`config.mk`:
```
export PLATFORM = sky130hd
export DESIGN_NAME = srts_top
export DESIGN_NICKNAME = d
export VERILOG_FILES = /design/src/hdl/srts_pkg.sv /design/src/hdl/srts_stat_if.sv /design/src/hdl/srts_stat_unit.sv /design/src/hdl/srts_top.sv
export SDC_FILE = /design/constraint.sdc
export NUM_CORES = 1
export LEC_CHECK = 0
export ABC_AREA = 1
export ABC_CLOCK_PERIOD_IN_PS = 2580
export BUFFER_PORTS_ARGS = -buffer_cell sky130_fd_sc_hd__buf_2
export CAP_MARGIN = 20
export CORE_MARGIN = 2
export CORE_UTILIZATION = 60
export CTS_CLUSTER_DIAMETER = 200
export DETAILED_ROUTE_END_ITERATION = 7
export PLACE_DENSITY = 0.88
export SKIP_LAST_GASP = 1
export SLEW_MARGIN = 5
export SYNTH_ARGS = -nofsm -noshare
export SYNTH_HDL_FRONTEND = slang
export SYNTH_SLANG_ARGS = --single-unit
```
`constraint.sdc`:
```
create_clock -name I_MCLK -period 2.58 [get_ports I_MCLK]
set_input_delay 0.516 -clock I_MCLK [delete_from_list [all_inputs] [get_ports I_MCLK]]
set_output_delay 0.516 -clock I_MCLK [all_outputs]
set_load 0.1 [all_outputs]
```
`src/hdl/srts_pkg.sv`:
```
// Shared constants and types for the status report and trigger sequencer.
// Assumes a single 50 MHz clock domain and a synchronous, active-high reset.
package srts_pkg;

    ////////////////////////////////////////////////////////////////////////////
    // Status sub-register layout
    localparam int          STAT_W     = 16;
    localparam int          FIELD_W    = 15;
    localparam int          NUM_STAT   = 2;
    localparam logic        SEL_QUES   = 1'b0;
    localparam logic        SEL_OPER   = 1'b1;
    localparam logic [14:0] MASK_RESET = 15'h0000;
    localparam logic [14:0] RISE_RESET = 15'h7fff;
    localparam logic [14:0] FALL_RESET = 15'h0000;
    localparam logic [14:0] LIVE_RESET = 15'h0000;
    localparam logic [15:0] RD_RESET   = 16'h0000;

    ////////////////////////////////////////////////////////////////////////////
    // Trigger source selection
    localparam logic SOURCE_A   = 1'b0;
    localparam logic SOURCE_BUS = 1'b1;

    ////////////////////////////////////////////////////////////////////////////
    // Remote command codes, in encoding order 0 to 15
    typedef enum logic [3:0] {
        CMD_NOP,
        CMD_ARM,
        CMD_ABORT,
        CMD_RESET,
        CMD_DEV_CLEAR,
        CMD_BUS_TRIGGER_MSG,
        CMD_SET_SOURCE,
        CMD_SET_AUTO_REARM,
        CMD_PRESET_FILTERS,
        CMD_WR_MASK,
        CMD_WR_RISE,
        CMD_WR_FALL,
        CMD_RD_LIVE,
        CMD_RD_LATCHED,
        CMD_RD_MASK,
        CMD_RD_FILTERS
    } srts_cmd_t;

    // Sequencer states, in encoding order 0 to 3
    typedef enum logic [1:0] {
        IDLE_STATE,
        ARMED_STATE,
        TRIGGER_WAIT_STATE,
        MEASURE_STATE
    } srts_state_t;

endpackage

```
`src/hdl/srts_stat_if.sv`:
```
// Carrier between the top module and one status register unit.
// Assumes both ends run on the same clock.
`timescale 1ns/1ns
interface srts_stat_if;
    import srts_pkg::*;
    logic [FIELD_W-1:0] live;
    logic [FIELD_W-1:0] wdata;
    logic               wr_mask;
    logic               wr_rise;
    logic               wr_fall;
    logic               preset;
    logic               rd_clear;
    logic [FIELD_W-1:0] latched_q;
    logic [FIELD_W-1:0] mask_q;
    logic [FIELD_W-1:0] rise_q;
    logic [FIELD_W-1:0] fall_q;
    logic               summary;

    modport ctrl (output live, wdata, wr_mask, wr_rise, wr_fall, preset, rd_clear,
                  input  latched_q, mask_q, rise_q, fall_q, summary);
    modport unit (input  live, wdata, wr_mask, wr_rise, wr_fall, preset, rd_clear,
                  output latched_q, mask_q, rise_q, fall_q, summary);
endinterface

```
`src/hdl/srts_stat_unit.sv`:
```
// One status register: latched bits, report mask and transition filters.
// Assumes its live input is already synchronised to the clock.
`timescale 1ns/1ns
module srts_stat_unit
    import srts_pkg::*;
(
    input  wire logic  i_clk,
    input  wire logic  i_rst,
    srts_stat_if.unit  bus
);

    logic [FIELD_W-1:0] live_prev;
    logic [FIELD_W-1:0] latched;
    logic [FIELD_W-1:0] mask;
    logic [FIELD_W-1:0] rise;
    logic [FIELD_W-1:0] fall;
    logic [FIELD_W-1:0] next_latched;
    logic [FIELD_W-1:0] next_mask;
    logic [FIELD_W-1:0] next_rise;
    logic [FIELD_W-1:0] next_fall;
    logic [FIELD_W-1:0] set_bits;

    ////////////////////////////////////////////////////////////////////////////
    always_comb begin
        set_bits = (rise & bus.live & ~live_prev)
                 | (fall & ~bus.live & live_prev);
        // New edges survive a clearing read
        next_latched = (bus.rd_clear ? '0 : latched) | set_bits;
        next_mask = mask;
        next_rise = rise;
        next_fall = fall;
        if (bus.preset) begin
            next_mask = MASK_RESET;
            next_rise = RISE_RESET;
            next_fall = FALL_RESET;
        end else begin
            if (bus.wr_mask) begin
                next_mask = bus.wdata;
            end
            if (bus.wr_rise) begin
                next_rise = bus.wdata;
            end
            if (bus.wr_fall) begin
                next_fall = bus.wdata;
            end
        end
    end

    always_ff @(posedge i_clk) begin
        if (i_rst) begin
            live_prev <= LIVE_RESET;
            latched   <= '0;
            mask      <= MASK_RESET;
            rise      <= RISE_RESET;
            fall      <= FALL_RESET;
        end else begin
            live_prev <= bus.live;
            latched   <= next_latched;
            mask      <= next_mask;
            rise      <= next_rise;
            fall      <= next_fall;
        end
    end

    ////////////////////////////////////////////////////////////////////////////
    assign bus.latched_q = latched;
    assign bus.mask_q    = mask;
    assign bus.rise_q    = rise;
    assign bus.fall_q    = fall;
    assign bus.summary   = |(latched & mask);

endmodule // srts_stat_unit

```
`src/hdl/srts_top.sv`:
```
// Trigger sequencer and status reporting for a remotely controlled meter.
// Assumes a decoded command port from the remote link and pin-level inputs.
//
// Summary of operation
// - Preset reloads masks and filters to defaults
// - Power-on puts the sequencer in idle
// - Idle ignores every trigger
// - Abort, reset or device clear force idle
// - Arm from idle enters armed state
// - Armed with source_a source starts measuring
// - Armed with bus source waits for trigger
// - Trigger while waiting starts a measurement
// - Auto re-arm, source_a: restart after each completion
// - Auto re-arm, bus: wait again after completion
// - Abort under auto re-arm does not last
// - Without re-arm, finish and stop
// - Live bits track conditions, reads leave them
// - Latched bits set from filtered live changes
// - Reading latched bits clears them
// - Summary is OR of masked latched bits
// - Rise filter latches false-to-true changes
// - Fall filter latches true-to-false changes
// - Mask and filters hold fifteen writable bits
`timescale 1ns/1ns
module srts_top
    import srts_pkg::*;
(
    input  wire logic               I_MCLK,
    input  wire logic               I_RST,
    input  wire logic               I_CMD_VALID,
    input  wire logic [3:0]         I_CMD_CODE,
    input  wire logic               I_CMD_SEL,
    input  wire logic [STAT_W-1:0]  I_CMD_DATA,
    input  wire logic [FIELD_W-1:0] I_QUES_LIVE,
    input  wire logic [FIELD_W-1:0] I_OPER_LIVE,
    input  wire logic               I_MEAS_DONE,
    output logic                    O_RD_VALID,
    output logic [STAT_W-1:0]       O_RD_DATA,
    output logic                    O_MEAS_START,
    output logic                    O_MEASURING,
    output logic [1:0]              O_SEQ_STATE,
    output logic                    O_AUTO_REARM,
    output logic                    O_SOURCE,
    output logic [NUM_STAT-1:0]     O_SUMMARY
);

    srts_cmd_t          cmd;
    logic               cmd_go;
    logic [FIELD_W-1:0] live_s1 [NUM_STAT];
    logic [FIELD_W-1:0] live_s2 [NUM_STAT];
    logic [FIELD_W-1:0] live_s3 [NUM_STAT];
    logic [FIELD_W-1:0] live_q  [NUM_STAT];
    logic [FIELD_W-1:0] next_live [NUM_STAT];
    logic [FIELD_W-1:0] live_pin  [NUM_STAT];
    logic               done_s1;
    logic               done_s2;
    logic               done_s3;
    logic               done_q;
    logic               done_prev;
    logic               next_done;
    logic               done_pulse;
    logic [FIELD_W-1:0] next_s1 [NUM_STAT];
    logic [FIELD_W-1:0] next_s2 [NUM_STAT];
    logic [FIELD_W-1:0] next_s3 [NUM_STAT];
    logic               next_done_s1;
    logic               next_done_s2;
    logic               next_done_s3;

    srts_state_t        state;
    srts_state_t        next_state;
    logic               source;
    logic               next_source;
    logic               auto_rearm;
    logic               next_auto_rearm;
    logic               next_start;
    logic               force_idle;
    logic               next_measuring;

    logic               next_rd_valid;
    logic [STAT_W-1:0]  next_rd_data;
    logic [NUM_STAT-1:0] summary_w;

    logic [FIELD_W-1:0] latched_a [NUM_STAT];
    logic [FIELD_W-1:0] mask_a    [NUM_STAT];
    logic [FIELD_W-1:0] rise_a    [NUM_STAT];
    logic [FIELD_W-1:0] fall_a    [NUM_STAT];

    srts_stat_if stat_bus [NUM_STAT] ();

    ////////////////////////////////////////////////////////////////////////////
    // Command decode helpers

    function automatic logic is_cmd(input logic go, input srts_cmd_t c, input srts_cmd_t want);
        is_cmd = go && (c == want);
    endfunction

    function automatic logic [STAT_W-1:0] pad_read(input logic [FIELD_W-1:0] v);
        pad_read = {1'b0, v};
    endfunction

    // Command aimed at one status unit
    function automatic logic unit_cmd(input logic go, input srts_cmd_t c, input srts_cmd_t want,
                                      input logic sel, input logic idx);
        unit_cmd = is_cmd(go, c, want) && (sel == idx);
    endfunction

    assign cmd        = srts_cmd_t'(I_CMD_CODE);
    assign cmd_go     = I_CMD_VALID;
    assign live_pin[0] = I_QUES_LIVE;
    assign live_pin[1] = I_OPER_LIVE;

    ////////////////////////////////////////////////////////////////////////////
    // Pin synchronisers: a level counts once stages two and three agree
    // Stage one is read by stage two alone
    always_comb begin
        for (int i = 0; i < NUM_STAT; i++) begin
            next_s1[i] = live_pin[i];
            next_s2[i] = live_s1[i];
            next_s3[i] = live_s2[i];
            for (int b = 0; b < FIELD_W; b++) begin
                next_live[i][b] = (live_s2[i][b] == live_s3[i][b]) ? live_s3[i][b] : live_q[i][b];
            end
        end
        next_done_s1 = I_MEAS_DONE;
        next_done_s2 = done_s1;
        next_done_s3 = done_s2;
        next_done  = (done_s2 == done_s3) ? done_s3 : done_q;
        done_pulse = done_q & ~done_prev;
    end

    always_ff @(posedge I_MCLK) begin
        if (I_RST) begin
            for (int i = 0; i < NUM_STAT; i++) begin
                live_s1[i] <= LIVE_RESET;
                live_s2[i] <= LIVE_RESET;
                live_s3[i] <= LIVE_RESET;
                live_q[i]  <= LIVE_RESET;
            end
            done_s1   <= 1'b0;
            done_s2   <= 1'b0;
            done_s3   <= 1'b0;
            done_q    <= 1'b0;
            done_prev <= 1'b0;
        end else begin
            for (int i = 0; i < NUM_STAT; i++) begin
                live_s1[i] <= next_s1[i];
                live_s2[i] <= next_s2[i];
                live_s3[i] <= next_s3[i];
                live_q[i]  <= next_live[i];
            end
            done_s1   <= next_done_s1;
            done_s2   <= next_done_s2;
            done_s3   <= next_done_s3;
            done_q    <= next_done;
            done_prev <= done_q;
        end
    end

    ////////////////////////////////////////////////////////////////////////////
    // Status register units
    for (genvar g = 0; g < NUM_STAT; g++) begin : g_stat
        assign stat_bus[g].live     = live_q[g];
        assign stat_bus[g].wdata    = I_CMD_DATA[FIELD_W-1:0];
        assign stat_bus[g].wr_mask  = unit_cmd(cmd_go, cmd, CMD_WR_MASK, I_CMD_SEL, 1'(g));
        assign stat_bus[g].wr_rise  = unit_cmd(cmd_go, cmd, CMD_WR_RISE, I_CMD_SEL, 1'(g));
        assign stat_bus[g].wr_fall  = unit_cmd(cmd_go, cmd, CMD_WR_FALL, I_CMD_SEL, 1'(g));
        assign stat_bus[g].preset   = is_cmd(cmd_go, cmd, CMD_PRESET_FILTERS);
        assign stat_bus[g].rd_clear = unit_cmd(cmd_go, cmd, CMD_RD_LATCHED, I_CMD_SEL, 1'(g));
        assign latched_a[g] = stat_bus[g].latched_q;
        assign mask_a[g]    = stat_bus[g].mask_q;
        assign rise_a[g]    = stat_bus[g].rise_q;
        assign fall_a[g]    = stat_bus[g].fall_q;
        assign summary_w[g] = stat_bus[g].summary;

        srts_stat_unit u_unit (
            .i_clk (I_MCLK),
            .i_rst (I_RST),
            .bus   (stat_bus[g])
        );
    end

    ////////////////////////////////////////////////////////////////////////////
    // Query answers; filters query returns rise when data bit 0 is clear, fall when it is set
    always_comb begin
        next_rd_valid = 1'b0;
        // Data holds the last answer between queries
        next_rd_data  = O_RD_DATA;
        if (is_cmd(cmd_go, cmd, CMD_RD_LIVE)) begin
            next_rd_valid = 1'b1;
            next_rd_data  = pad_read(live_q[I_CMD_SEL]);
        end else if (is_cmd(cmd_go, cmd, CMD_RD_LATCHED)) begin
            next_rd_valid = 1'b1;
            next_rd_data  = pad_read(latched_a[I_CMD_SEL]);
        end else if (is_cmd(cmd_go, cmd, CMD_RD_MASK)) begin
            next_rd_valid = 1'b1;
            next_rd_data  = pad_read(mask_a[I_CMD_SEL]);
        end else if (is_cmd(cmd_go, cmd, CMD_RD_FILTERS)) begin
            next_rd_valid = 1'b1;
            next_rd_data  = I_CMD_DATA[0] ? pad_read(fall_a[I_CMD_SEL]) : pad_read(rise_a[I_CMD_SEL]);
        end
    end

    always_ff @(posedge I_MCLK) begin
        if (I_RST) begin
            O_RD_VALID <= 1'b0;
            O_RD_DATA  <= RD_RESET;
        end else begin
            O_RD_VALID <= next_rd_valid;
            O_RD_DATA  <= next_rd_data;
        end
    end

    ////////////////////////////////////////////////////////////////////////////
    // Trigger sequencer
    always_comb begin
        next_state      = state;
        next_source     = source;
        next_auto_rearm = auto_rearm;
        next_start      = 1'b0;
        // Stop commands win over all others in one cycle
        force_idle      = is_cmd(cmd_go, cmd, CMD_ABORT) || is_cmd(cmd_go, cmd, CMD_RESET)
                       || is_cmd(cmd_go, cmd, CMD_DEV_CLEAR);
        if (is_cmd(cmd_go, cmd, CMD_SET_SOURCE)) begin
            next_source = I_CMD_DATA[0];
        end
        if (is_cmd(cmd_go, cmd, CMD_SET_AUTO_REARM)) begin
            next_auto_rearm = I_CMD_DATA[0];
        end
        if (is_cmd(cmd_go, cmd, CMD_RESET)) begin
            next_auto_rearm = 1'b0;
            next_source     = SOURCE_A;
        end
        if (force_idle) begin
            next_state = IDLE_STATE;
        end else begin
            case (state)
                IDLE_STATE: begin
                    // Triggers fall through unused here
                    // Re-arm leaves idle alone, so abort cannot stop it
                    if (is_cmd(cmd_go, cmd, CMD_ARM) || auto_rearm) begin
                        next_state = ARMED_STATE;
                    end
                end
                ARMED_STATE: begin
                    if (source == SOURCE_A) begin
                        next_state = MEASURE_STATE;
                        next_start = 1'b1;
                    end else begin
                        next_state = TRIGGER_WAIT_STATE;
                    end
                end
                TRIGGER_WAIT_STATE: begin
                    if (is_cmd(cmd_go, cmd, CMD_BUS_TRIGGER_MSG)) begin
                        next_state = MEASURE_STATE;
                        next_start = 1'b1;
                    end
                end
                MEASURE_STATE: begin
                    if (done_pulse) begin
                        if (!auto_rearm) begin
                            next_state = IDLE_STATE;
                        end else if (source == SOURCE_A) begin
                            // Stay here and restart at once
                            next_start = 1'b1;
                        end else begin
                            next_state = TRIGGER_WAIT_STATE;
                        end
                    end
                end
                default: begin
                    next_state = IDLE_STATE;
                end
            endcase
        end
        next_measuring = (next_state == MEASURE_STATE);
    end

    ////////////////////////////////////////////////////////////////////////////
    // Sequencer and summary registers
    always_ff @(posedge I_MCLK) begin
        if (I_RST) begin
            state        <= IDLE_STATE;
            source       <= SOURCE_A;
            auto_rearm   <= 1'b0;
            O_MEAS_START <= 1'b0;
            O_MEASURING  <= 1'b0;
            O_SEQ_STATE  <= 2'h0;
            O_AUTO_REARM <= 1'b0;
            O_SOURCE     <= SOURCE_A;
            O_SUMMARY    <= '0;
        end else begin
            state        <= next_state;
            source       <= next_source;
            auto_rearm   <= next_auto_rearm;
            O_MEAS_START <= next_start;
            O_MEASURING  <= next_measuring;
            O_SEQ_STATE  <= next_state;
            O_AUTO_REARM <= next_auto_rearm;
            O_SOURCE     <= next_source;
            O_SUMMARY    <= summary_w;
        end
    end

endmodule // srts_top

```
== Word level (Yosys, flattened, before mapping) ==
Memory sizes are Yosys's and may differ from the RTL's.
Cells that the tools add are included.
Cells by class
  $add $sub $neg: 0
  multiply operators: 0
  divide/modulo/power cells: 0
  $lt $le $gt $ge: 1
  eq/ne operators: 50
  shifts and indexed selects: 0
  multiplexer cells: 77
  bitwise operators: 30
  reductions and logical operators: 33
Operator list (count)
  15-bit 2-to-1 mux: 27
  15-bit bitwise AND: 10
  15-bit inverter: 4
  15-bit OR: 4
  1-bit 2-to-1 mux: 42
  4-bit equality test, second input constant: 8
  1-bit equality test: 31
  15-bit OR reduction: 2
  1-bit logical AND: 23
  4-bit by 3-bit equality test with 1-bit output, second input constant: 4
  2-bit 2-to-1 mux: 6
  4-bit by 2-bit equality test with 1-bit output, second input constant: 2
  1-bit OR: 8
  2-bit case mux with 4 select lines: 1
  2-bit equality test, second input constant: 3
  2-bit OR reduction: 3
  4-bit by 1-bit equality test with 1-bit output, second input constant: 1
  4-bit nonzero test: 1
  1-bit logical OR: 3
  1-bit case mux with 3 select lines: 1
  2-bit by 1-bit equality test with 1-bit output, second input constant: 1
  2-bit greater-or-equal comparator, second input constant: 1
  2-bit zero test: 1
  1-bit inverter: 2
  2 further kinds: 2
Storage, ports and cells
  register bits: 179
  bits in latches: 0
  bits in writable memories: 120
  memory bits (read-only): 0
  output and inout port bits: 25
  logic and storage cells: 218
  memories kept: 4
Memory list
  live_q: depth 2, width 15, read ports 3, clocked after Yosys merged registers in 0, write ports 2, RTL line srts_top.sv:52  | logic [FIELD_W-1:0] live_q [NUM_STAT];
  live_s1: depth 2, width 15, read ports 2, clocked after Yosys merged registers in 0, write ports 2, RTL line srts_top.sv:49  | logic [FIELD_W-1:0] live_s1 [NUM_STAT];
  live_s2: depth 2, width 15, read ports 2, clocked after Yosys merged registers in 0, write ports 2, RTL line srts_top.sv:50  | logic [FIELD_W-1:0] live_s2 [NUM_STAT];
  live_s3: depth 2, width 15, read ports 2, clocked after Yosys merged registers in 0, write ports 2, RTL line srts_top.sv:51  | logic [FIELD_W-1:0] live_s3 [NUM_STAT];

== Depth between registers and ports, before layout ==
  depth after elaboration: 9
  mapped depth: 10
  gate-level depth less buffers: 9

== By module ==
From an unflattened synthesis, not the netlist that was laid out.
Second synthesis, totals
  cells, all modules: 1811
  area, all modules: 12401.9 µm²
By module, submodules not included
  srts_top: times used 1, cells each 1017, area each 6643.9 µm², sequential area each 2982.9 µm²
  srts_stat_unit: times used 2, cells each 397, area each 2879.0 µm², sequential area each 1501.4 µm²

== Worst setup path before layout ==
OpenSTA, ideal clock, no wires.
  kind: register -> register
  start point: register state[0]
  end point: register state[0]
  arrival: 1.555 ns
  required time: 2.463 ns
  path slack: 0.908 ns
  stages on the path, launching flop included: 8
  path buffers: 0
  clock period less this slack: 1.672 ns
  cells stage by stage: dfxtp_1 inv_1 nand3_1 o21ai_0 nor2_1 nand2_1 nand3b_1 nor2_1
Between the ends
  word-level cells in the longest chain between the ends: 5
  elaborated cells between the ends (all ways): 11
  classes of those cells: eq/ne (3); mux (7); reduce/logical (1)
RTL lines
  start: declaration: RTL line srts_top.sv:69  | srts_state_t state;
  start signal: assignment: RTL line srts_top.sv:292  | state <= next_state;
  2-bit 2-to-1 mux: RTL line srts_top.sv:262  | end else if (source == SOURCE_A) begin
  2-bit 2-to-1 mux: RTL line srts_top.sv:260  | if (!auto_rearm) begin
  2-bit 2-to-1 mux: RTL line srts_top.sv:259  | if (done_pulse) begin
  2-bit case mux with 4 select lines (*): RTL line srts_top.sv:236  | case (state)
  2-bit 2-to-1 mux (*): RTL line srts_top.sv:233  | if (force_idle) begin
Every way passes the cells marked *; elsewhere a longest branch is shown, timed or not.
A chain may end at the register's enable or synchronous reset.

== Worst setup path after layout ==
  start point: register O_RD_DATA[6]
  end point: output O_RD_DATA[6]
RTL lines
  start: declaration: RTL line srts_top.sv:38  | output logic [STAT_W-1:0] O_RD_DATA,
  start signal: assignment: RTL line srts_top.sv:209  | O_RD_DATA <= next_rd_data;
No word-level cell between the ends.

==> results.toml <==
[route]
drc = 0
wl_per_cell_um = 15.6
drtIter0Drc = 1148
wl_met2_um = 14000
routed.top_layer = "met5"
vias_per_cell = 5.42
wl_met3_um = 3260
drt-met1-wl_um = 11800
first_pass_iters = 7
antenna_left = 0
drt-total-wl_um = 30800
via_count = 10700

[setup_path]
cp_slowest_cell = "buf_2"
worstPathArrival_ns = 1.42
cp.required_ns = 2.06
crit_chain = "buf_2"
r2r_slack_ns = 1.25
start_kind = "flip-flop"
end_kind = "primary output"
path_buf_inv = 1
critPathMaxStageDelay_ns = 0.47
worstPathMaxFanout = 2
crit_family = "buffers and inverters"
critPathKind = "reg -> out"

[place]
dp_hpwl_um = 19800
dpl_cell_area_um2 = 12400
gp_congestion = 0.938
io_buffers = 77

[yosys]
avgSynthCellArea_um2 = 7.22
netlist_area_um2 = 11800
yosys_register_bits = 299
seq_area_frac_synth_pct = 50.7
syn-num-nets = 1689
yosys.cell_types.count = 32
synth_cells = 1634
ys_warn_count = 0

[layout]
drive_gt1_share_pct = 9.44
final_cell_area_um2 = 13400
area_growth_pct = 13.5
fin_nets = 1741

[sta]
skew_ns = 0.0104
slew_viol_final = 0
period_needed_ns = 1.94
maxSlewHeadroom_pct = 43.7
fmax_mhz = 515
fin_crit_sh_pct = 75.2
setup_tns_ns = 0
hold_viol_final = 0
worst-slew-pin-transition_ns = 0.845
rsz0062_at_grt = "false"
setup_viol = 0

[pwr]
ir_drop_mv = 0.625
p_clk_share_pct = 44.5
p_seq_share_pct = 48.9
switching_share_pct = 23.0
p_int_uw = 7490
power_frac_comb_pct = 6.6
power.switching_uw = 2240
leakage_uw = 0.00581
power.density_nw_per_um2 = 726

[grt]
grt_max_degree = 91
grt_pass1_wl_um = 48700
grt_pass1_vias = 10100
grt_antenna_before_repair = 3
grtUsageTotal_pct = 29.5
overflow = 0

[run]
timing.max_cap.violations = 0

[cts]
clk_pin_slew_ns = 0.06
cts_resized = 0
cts_tree = "done"
hold_buffers = 0
cts_buffers = 29
clkSinkCount = 299
insertion_delay_ns = 0.54
clock_path_buffers = 3
post_cts_buffers = 0
h-tree-depth = 1
clock-root-buffer = "clkbuf_16"

[floorplanning]
placementRows = 51
die_height_um = 144
die_area_um2 = 20800
start_util_pct = 60.8
core_um2 = 19400
die_w_um = 144
io_pins = 80

[hold_path]
hp-class = "in -> reg"

[status]
outcome = "completed"
## worst paths after layout
check	to	cells after the start	startpoint
setup / recovery	O_RD_DATA[6]	1	O_RD_DATA[6]$_SDFFE_PP0P_
hold / removal	live_s1[0][12]$_SDFF_PP0_	3	I_QUES_LIVE[12]
setup reg to reg	O_SUMMARY[0]$_SDFF_PP0_	4	g_stat[0].u_unit.bus.latched_q[1]$_SDFF_PP0_
hold reg to reg	live_s2[0][8]$_SDFF_PP0_	2	live_s1[0][8]$_SDFF_PP0_
## metal layers
metal / vias to the layer above / track usage [%]
li1: 5211 / -
met1: 4810 / 36.2
met2: 549 / 49.3
met3: 131 / 5.99
met4: 2 / 15.5
met5: - / 0
## state kept, by name, indices dropped and copies added, names as in the netlist, 2 cells and up
signal / count
state: 2
g_stat.u_unit.bus.latched_q: 30
g_stat.u_unit.bus.rise_q: 30
g_stat.u_unit.bus.fall_q: 30
live_s2: 30
O_SUMMARY: 2
g_stat.u_unit.bus.mask_q: 30
live_s3: 30
live_s1: 30
g_stat.u_unit.live_prev: 30
live_q: 30
O_RD_DATA: 15
## cell usage after synthesis (all sizes together)
cell type,number,area share (%)
a21oi,134,5.8
a221oi,3,0.22
a22o,1,0.074
a31o,1,0.074
a31oi,35,1.9
buf,42,1.8
clkbuf,38,1.2
conb,1,0.032
dfxtp,299,51
inv,260,8.3
nand2,288,9.2
nand3,75,3.3
nand3b,16,1.0
nand4,17,0.90
nor2,304,10
nor3,14,0.59
nor4,2,0.11
o211ai,15,0.95
o21ai,88,3.7
o22ai,1,0.053
## area by class of cell
type,count,area (µm²)
Antenna cell,4,10.0
Clock buffer,43,868
Clock inverter,8,118
Fill cell,1621,6000
Inverter,260,976
Multi-Input combinational cell,995,4490
Sequential cell,299,5990
Tap cell,265,332
Timing Repair Buffer,101,624
## placed cells by master, fill, tap and decap left out, types with 14 or more instances in the layout
cell / netlist / final
nor2_1: 297 / 296
nand2_1: 286 / 286
o21ai_0: 74 / 74
o21ai_1: 14 / 14
nand4_1: 17 / 17
o211ai_1: 15 / 15
a31oi_1: 35 / 35
nor3_1: 14 / 14
a21oi_1: 133 / 133
buf_2: 28 / 75
buf_4: 2 / 21
nand3b_1: 16 / 16
dfxtp_1: 299 / 299
inv_1: 259 / 259
nand3_1: 74 / 74
clkbuf_16: 0 / 29
## power groups by stage
stage	clock network (µW)	logic (µW)	registers (µW)
2_1_floorplan	0	350	4940
3_3_place_gp	0	610	4860
3_5_place_dp	0	625	4860
4_1_cts	4370	630	4760
5_1_grt	4570	697	4760
6_report	4330	639	4760
## metrics by stage
stage                     total power [µW]  worst slack [ns]  std cells  util, %  hold slack [ns]
after global placement                5470             0.570       1920     63.9            0.391
after global routing                 10000             0.620       1971     69.0            0.177
after floorplan                       5290             0.908       1634        -            0.388
final                                 9730             0.639       1975     69.1            0.179
after CTS                             9760             0.632       1971     69.0            0.161
after detailed placement              5480             0.534       1920     63.9            0.395
## cells by family (layout without fill, tap and decap cells)
family	after synthesis	in the layout	share of synthesized area [%]
buffers and inverters	340	412	11.3
flip-flops	299	299	50.7
AO/OA/AOI/OAI	278	278	12.7
AND/OR/NAND/NOR	716	716	25.2
other	1	5	0.0318
Note: power is estimated with default switching activity, not from simulation.
